## src/design/srs_pkg.sv

```systemverilog
/*
  Package for the reference-period timer and sync/pulse sequencer.
  Holds register offsets, field positions, timing counts, state encoding
  and the control carrier struct. Assumes nothing of its surroundings.
*/
package srs_pkg;

  // ------------------------------------------------------------------
  // Register map
  // ------------------------------------------------------------------
  localparam logic [7:0] SRS_ALARM_STATUS_OFS = 8'h7D;
  localparam int SRS_VALID_BIT = 2;
  localparam logic [7:0] SRS_STATUS_RESET = 8'h00;

  // ------------------------------------------------------------------
  // Geometry and timing
  // ------------------------------------------------------------------
  localparam int SRS_PERIOD_W = 12;
  localparam int SRS_CHANNELS = 14;
  localparam int SRS_PAIRS = 7;
  localparam int SRS_START_LAT = 4;      // VCO cycles, start to stream
  localparam int SRS_SETTLE_PERIODS = 6; // timer periods before valid
  localparam int SRS_PULSE_W = 8;

  // ------------------------------------------------------------------
  // Sequencer states, Gray coded along the usual path
  // ------------------------------------------------------------------
  typedef enum logic [2:0] {
    SRS_IDLE = 3'h0,
    SRS_ENABLE = 3'h1,
    SRS_RESET = 3'h3,
    SRS_START = 3'h2,
    SRS_RUN = 3'h6,
    SRS_DISABLE = 3'h4
  } srs_state_t;

  // Divider control bundle sent to every channel
  typedef struct packed {
    logic enable;
    logic reset;
    logic start;
  } srs_ctrl_t;

endpackage

```

## src/design/srs_sequencer.sv

```systemverilog
/*
  Reference-period timer, sync/pulse sequence state machine, per-pair
  sync retiming, valid indication and status register read port.
  Assumes clk_i is the VCO-derived clock, all inputs are synchronous to
  it, and the divider channels own their own dividers and phase offsets.
*/
// Contract
// 12-bit programmed period sets the timer
// Requests sequence enable, reset, start, disable
// Host keeps timer rate at most 4 MHz
// Stream length counted in timer periods
// Stream starts fixed cycles after start phase
// Stop forces channel low combinationally
// Host limits phase offset to half minus eight
// Host adds delay above 3 GHz fanout
// Fourteen channels, seven pairs share retime flop
// Valid raised once outputs are settled
// Valid on output pin and status bit
// Valid clears whenever state not ready
// Tick at period, reload, machine advances
`timescale 1ns/100ps
`default_nettype none
module srs_sequencer
  import srs_pkg::*;
#(
  parameter int PULSE_W = SRS_PULSE_W
) (
  input wire logic clk_i,
  input wire logic rstn_i,
  input wire logic [SRS_PERIOD_W-1:0] ref_period_count_i,
  input wire logic sync_req_i,
  input wire logic pulse_req_i,
  input wire logic [PULSE_W-1:0] pulse_periods_i,
  input wire logic [SRS_CHANNELS-1:0] pg_mask_i,
  input wire logic [SRS_CHANNELS-1:0] ch_div_i,
  input wire logic [7:0] reg_addr_i,
  output logic [7:0] reg_rdata_o,
  output logic general_output_pin_o,
  output logic [SRS_CHANNELS-1:0] div_enable_o,
  output logic [SRS_CHANNELS-1:0] div_reset_o,
  output logic [SRS_CHANNELS-1:0] div_start_o,
  output logic [SRS_CHANNELS-1:0] ch_out_o
);

  // ------------------------------------------------------------------
  // Elaboration checks
  // ------------------------------------------------------------------
  if (PULSE_W < 1 || PULSE_W > 16) begin : g_bad_w
    $error("PULSE_W out of range");
  end

  // ------------------------------------------------------------------
  // Reference-period timer
  // ------------------------------------------------------------------
  logic [SRS_PERIOD_W-1:0] cnt_q, cnt_d;
  logic tick;

  // tick and reload; passing the period reloads too,
  // so a lowered period never waits for a full 12-bit wrap
  assign tick = (cnt_q >= ref_period_count_i);
  // programmed period length
  assign cnt_d = tick ? '0 : cnt_q + 1'b1;

  always_ff @(posedge clk_i) begin
    if (!rstn_i) cnt_q <= '0;
    else cnt_q <= cnt_d;
  end

  // ------------------------------------------------------------------
  // Sequence state machine
  // ------------------------------------------------------------------
  srs_state_t state_q, state_d;
  logic pulse_mode_q, pulse_mode_d;
  logic [2:0] lat_q, lat_d;
  logic [PULSE_W-1:0] run_q, run_d;
  logic req;
  logic lat_done;
  logic run_done;

  assign req = sync_req_i | pulse_req_i;
  // fixed start latency
  assign lat_done = (lat_q == 3'(SRS_START_LAT - 1));
  // length in timer periods; a sync alone runs zero periods
  assign run_done = !pulse_mode_q || (run_q == pulse_periods_i);

  // enable, reset, start, disable in order
  always_comb begin
    state_d = state_q;
    case (state_q)
      SRS_IDLE: if (req) state_d = SRS_ENABLE;
      SRS_ENABLE: if (tick) state_d = SRS_RESET;
      SRS_RESET: if (tick) state_d = SRS_START;
      SRS_START: if (lat_done) state_d = SRS_RUN;
      SRS_RUN: if (tick && run_done) state_d = SRS_DISABLE;
      SRS_DISABLE: if (tick) state_d = SRS_IDLE;
      default: state_d = SRS_IDLE;
    endcase
  end

  // Request kind is latched at acceptance; requests outside idle are ignored, not held
  assign pulse_mode_d = (state_q == SRS_IDLE && req) ? pulse_req_i : pulse_mode_q;
  assign lat_d = (state_q == SRS_START) ? lat_q + 3'h1 : 3'h0;
  // count periods while streaming
  assign run_d = (state_q != SRS_RUN) ? '0 : (tick ? run_q + 1'b1 : run_q);

  always_ff @(posedge clk_i) begin
    if (!rstn_i) begin
      state_q <= SRS_IDLE;
      pulse_mode_q <= 1'b0;
      lat_q <= 3'h0;
      run_q <= '0;
    end else begin
      state_q <= state_d;
      pulse_mode_q <= pulse_mode_d;
      lat_q <= lat_d;
      run_q <= run_d;
    end
  end

  // ------------------------------------------------------------------
  // Divider control and per-pair sync retiming
  // ------------------------------------------------------------------
  srs_ctrl_t ctl_q, ctl_d;
  logic [SRS_PAIRS-1:0] pair_q;

  assign ctl_d.enable = (state_d != SRS_IDLE);
  assign ctl_d.reset = (state_d == SRS_RESET);
  assign ctl_d.start = (state_d == SRS_RUN);

  always_ff @(posedge clk_i) begin
    if (!rstn_i) ctl_q <= '0;
    else ctl_q <= ctl_d;
  end

  // one retime flop per channel pair
  for (genvar p = 0; p < SRS_PAIRS; p++) begin : g_pair
    always_ff @(posedge clk_i) begin
      if (!rstn_i) pair_q[p] <= 1'b0;
      else pair_q[p] <= ctl_d.reset;
    end
    assign div_reset_o[2*p] = pair_q[p];
    assign div_reset_o[2*p+1] = pair_q[p];
  end

  assign div_enable_o = {SRS_CHANNELS{ctl_q.enable}};
  assign div_start_o = {SRS_CHANNELS{ctl_q.start}};

  // ------------------------------------------------------------------
  // Pulse stream gate
  // ------------------------------------------------------------------
  logic stream_on;

  // no retime flop; a high level cut here may leave a runt pulse
  assign stream_on = (state_q == SRS_RUN);
  assign ch_out_o = (ch_div_i & ~pg_mask_i) | (ch_div_i & pg_mask_i & {SRS_CHANNELS{stream_on}});

  // ------------------------------------------------------------------
  // Valid indication and status register
  // ------------------------------------------------------------------
  logic synced_q, synced_d;
  logic [2:0] settle_q, settle_d;
  logic valid_q, valid_d;
  logic [7:0] rdata_d;
  logic pin_q;
  logic settled;

  assign synced_d = (state_q == SRS_DISABLE && tick && !pulse_mode_q) ? 1'b1 : synced_q;
  assign settled = (settle_q == 3'(SRS_SETTLE_PERIODS));
  assign settle_d = (state_q != SRS_IDLE || req) ? 3'h0 :
                    ((tick && !settled) ? settle_q + 3'h1 : settle_q);
  // raised after settle time
  // cleared as soon as anything is in flight
  assign valid_d = synced_q && settled && state_q == SRS_IDLE && !req;
  // status bit, other bits read zero
  assign rdata_d = (reg_addr_i == SRS_ALARM_STATUS_OFS) ?
                   (8'h00 | (8'(valid_q) << SRS_VALID_BIT)) : 8'h00;

  always_ff @(posedge clk_i) begin
    if (!rstn_i) begin
      synced_q <= 1'b0;
      settle_q <= 3'h0;
      valid_q <= 1'b0;
      reg_rdata_o <= SRS_STATUS_RESET;
      pin_q <= 1'b0;
    end else begin
      synced_q <= synced_d;
      settle_q <= settle_d;
      valid_q <= valid_d;
      reg_rdata_o <= rdata_d;
      pin_q <= valid_q;
    end
  end

  // routed to the general output pin
  assign general_output_pin_o = pin_q;
endmodule
`default_nettype wire

```

## config.mk

```make
export PLATFORM = sky130hd
export DESIGN_NAME = srs_sequencer
export DESIGN_NICKNAME = d
export VERILOG_FILES = /design/src/design/srs_pkg.sv /design/src/design/srs_sequencer.sv
export SDC_FILE = /design/constraint.sdc
export NUM_CORES = 1
export LEC_CHECK = 0
export BUFFER_PORTS_ARGS = -buffer_cell sky130_fd_sc_hd__buf_2
export CAP_MARGIN = 15
export CORE_ASPECT_RATIO = 1.75
export CORE_MARGIN = 2
export CORE_UTILIZATION = 50
export CTS_BUF_LIST = sky130_fd_sc_hd__clkbuf_2 sky130_fd_sc_hd__clkbuf_4 sky130_fd_sc_hd__clkbuf_8
export DETAILED_ROUTE_END_ITERATION = 8
export PLACE_DENSITY = 0.87
export REMOVE_ABC_BUFFERS = 1
export SETUP_SLACK_MARGIN = 0.02
export SYNTH_ARGS = -nofsm -noshare
export SYNTH_HDL_FRONTEND = slang
export SYNTH_SLANG_ARGS = --single-unit
```

## constraint.sdc

```tcl
create_clock -name clk_i -period 3.49 [get_ports clk_i]
set_clock_uncertainty 0.05 [all_clocks]
set_input_delay 0.5235 -clock clk_i [delete_from_list [all_inputs] [get_ports clk_i]]
set_output_delay 0.5235 -clock clk_i [all_outputs]
set_load 0.02 [all_outputs]
```

==> flow_summary.json <==
{
  "drv_slew": 0,
  "p_seq_share_pct": 49.1,
  "yosysSeqAreaShare_pct": 30.93,
  "leakage_nw": 1.478,
  "final_common_cell": "buf_2",
  "min_from": "lat_q[0]$_SDFF_PN0_",
  "nFillCells": 409,
  "num_vias": 2132,
  "worstPathCellList": "ha_1 > a21o_1 > a21o_1 > a2111oi_4 > and2_1 > nand2_1 > nor2_1",
  "row_count": 33,
  "insertedDiodeCount": 0,
  "synth.area.top_cells": "dfxtp_1, buf_4, ha_1, nor2_1, xor2_1",
  "hold_depth": 1,
  "dr.pass1.iters": 4,
  "cts.sinks": 37,
  "crit_family": "compound AO/OA/AOI/OAI gates",
  "switching_share_pct": 25.37,
  "cp_common_cell": "a21o_1",
  "ir_drop_v": 0.0002959,
  "grt_pass1_wl_mm": 7.907,
  "place_inst": 409,
  "drtAntennaViolNets": 0,
  "path_class": "flop to flop",
  "dieArea_um2": 5381,
  "reg2reg_from": "cnt_q[9]$_SDFF_PP0_",
  "grt_pass1_vias": 1893,
  "clockBufferDepth": 2,
  "timing.max_cap.violations": 0,
  "dpl.hpwl_mm": 4.080,
  "ctsHoldBuffers": 0,
  "ys_seq_elements": 37,
  "power.switching_w": 0.0002246,
  "wl_per_cell_um": 12.03,
  "synth_top_area_share_pct": 30.93,
  "syn_area_um2": 2395,
  "required_ns": 3.65,
  "cts-root-buf": "clkbuf_8",
  "rrSetupSlack_ns": 0.81,
  "clkLatencyLatePin_ns": 0.28,
  "final.setup.tns_ns": 0,
  "crit_fanout": 11,
  "netlist_instances": 285,
  "crit_path_start_kind": "flop",
  "clock.fmax_mhz": 373.7,
  "layout.cells.non_filler": 417,
  "end_kind": "flop",
  "max_slew.worst_pin.slew_ns": 0.5392,
  "critPathMaxStageDelay_ns": 0.58,
  "async_reset_ff_share_pct": 0,
  "maxSlewHeadroom_pct": 63.84,
  "cp_slowest_cell": "a2111oi_4",
  "routed_wl_mm": 5.015,
  "tritoncts": "built",
  "grtUsageTotal_pct": 18.35,
  "ctsResizeCount": 0,
  "holdCritPathClass": "flop to flop",
  "rsz0062_at_grt": "false",
  "synth_edf_count": 0,
  "synth_top_area_cell": "dfxtp_1",
  "fin_crit_sh_pct": 76.67,
  "place.gp.congestion": 0.8355,
  "gr-total-overflow": 0,
  "r2r-end": "cnt_q[11]$_SDFF_PP0_",
  "p_clk_share_pct": 36.6,
  "drt_iter0_drc": 58,
  "vias_per_cell": 5.113,
  "synthFlopType": "dfxtp_1",
  "arrival_ns": 2.84,
  "hold_end": "lat_q[0]$_SDFF_PN0_",
  "status": "finished clean",
  "areaGrowthSynthToFinish_pct": 16.82,
  "cts_buffers": 5,
  "final-setup-viol-count": 0,
  "route.detailed.drc": 0,
  "path_buf_inv": 0,
  "drive_gt1_share_pct": 36.44,
  "p_int_w": 0.0006609,
  "path_clk_slew_ns": 0.07,
  "yosys_warnings": 0,
  "start_util_pct": 51.33,
  "io_buffers": 117,
  "ys_types": 39,
  "boundaryPins": 125,
  "grt_max_degree": 15,
  "syn_area_per_cell_um2": 8.403,
  "power_frac_comb_pct": 14.3,
  "grt_antenna_before_repair": 0,
  "finalHoldViolCount": 0,
  "power_density_nw_per_um2": 316.5,
  "die_x_um": 56.32,
  "die_height_um": 95.55,
  "h-tree-depth": 2,
  "rr_worst_depth": 7,
  "cts_setup_buffers": 0,
  "fin_crit_ns": 2.676,
  "most-common-layout-cells": "buf_2, dfxtp_1, nor2_1, inv_1, nand2_1",
  "core_um2": 4666,
  "fin_nets": 442
}
-- Yosys cell counts (2+ instances only) --
library cell / instances
buf_4: 46
dfxtp_1: 37
nor2_1: 33
inv_1: 20
nand2_1: 19
ha_1: 18
a21boi_0: 14
xor2_1: 14
a21oi_1: 12
xnor2_1: 10
nand3_1: 9
and3_1: 6
nor3_1: 5
and2_1: 4
clkbuf_1: 4
a211oi_1: 3
nor2b_1: 3
o21ai_0: 3
a21o_1: 2
a22oi_1: 2
nand4_1: 2
nor4_1: 2
-- worst max-delay path by stage --
stage	depth (start not counted)	start	slack [ns]	endpoint
global route	7	cnt_q[9]$_SDFF_PP0_	0.63	cnt_q[11]$_SDFF_PP0_
detailed placement	9	ref_period_count_i[9]	0.58	cnt_q[11]$_SDFF_PP0_
finish	7	cnt_q[9]$_SDFF_PP0_	0.81	cnt_q[11]$_SDFF_PP0_
floorplan	0	div_enable_o[0]$_SDFF_PN0_	0.85	div_enable_o[0]
CTS	7	cnt_q[9]$_SDFF_PP0_	0.83	cnt_q[11]$_SDFF_PP0_
global placement	9	ref_period_count_i[9]	0.66	div_enable_o[0]$_SDFF_PN0_
-- power by group through the flow --
stage | combinational, W | sequential, W | clock [W]
2_1_floorplan | 0.0000543 | 0.000458 | 0
3_3_place_gp | 0.000124 | 0.000444 | 0
3_5_place_dp | 0.000127 | 0.000445 | 0
4_1_cts | 0.000128 | 0.000435 | 0.000329
5_1_grt | 0.000139 | 0.000436 | 0.000351
6_report | 0.000127 | 0.000435 | 0.000324
-- metal layers --
| metal | vias up | global-route usage, % | wire length, um |
|---|---|---|---|
| met5 | - | 0 | 0 |
| met4 | 0 | 7.143 | 81 |
| met3 | 6 | 2.849 | 309 |
| met2 | 90 | 37.45 | 2759 |
| met1 | 974 | 17.83 | 1864 |
| li1 | 1062 | - | - |
-- state kept, by name, indices dropped and copies added, names as in the netlist, 3 cells and up --
signal	count
lat_q	3
run_q	8
state_q	3
settle_q	3
cnt_q	12
-- logic make-up after synthesis --
kind of cell,after synthesis,synth area share [%]
flip-flops,37,30.93
AND/OR/NAND/NOR,90,18.34
adder cells (fa/ha/maj),18,9.405
AO/OA/AOI/OAI,44,13.74
other,1,0.1566
buffers and inverters,71,18.65
XOR/XNOR,24,8.777
-- cell type report --
| class | count | area, um^2 | area share, % |
|---|---|---|---|
| clock buffers | 7 | 96.34 | 3.444 |
| clock inverters | 1 | 5.005 | 0.1789 |
| inverters | 20 | 75.07 | 2.683 |
| multi-input cells | 183 | 1230 | 43.96 |
| flip-flops and latches | 37 | 740.7 | 26.48 |
| well taps | 52 | 65.06 | 2.326 |
| repair buffers | 117 | 585.6 | 20.93 |
-- through the flow --
step                setup WS (ns)  instance area [um^2]  total power, W  util (%)  hold slack (ns)
global placement           0.6588                  2696       0.0005680     57.79           0.3616
detailed placement         0.5774                  2696       0.0005718     57.79           0.3671
finish                     0.8144                  2798       0.0008855     59.96           0.3700
floorplan                  0.8480                  2046       0.0005121         -           0.3474
CTS                        0.8330                  2798       0.0008920     59.96           0.3772
global route               0.6259                  2798       0.0009260     59.96           0.3968
No activity file was read; power rests on OpenSTA's default activity.
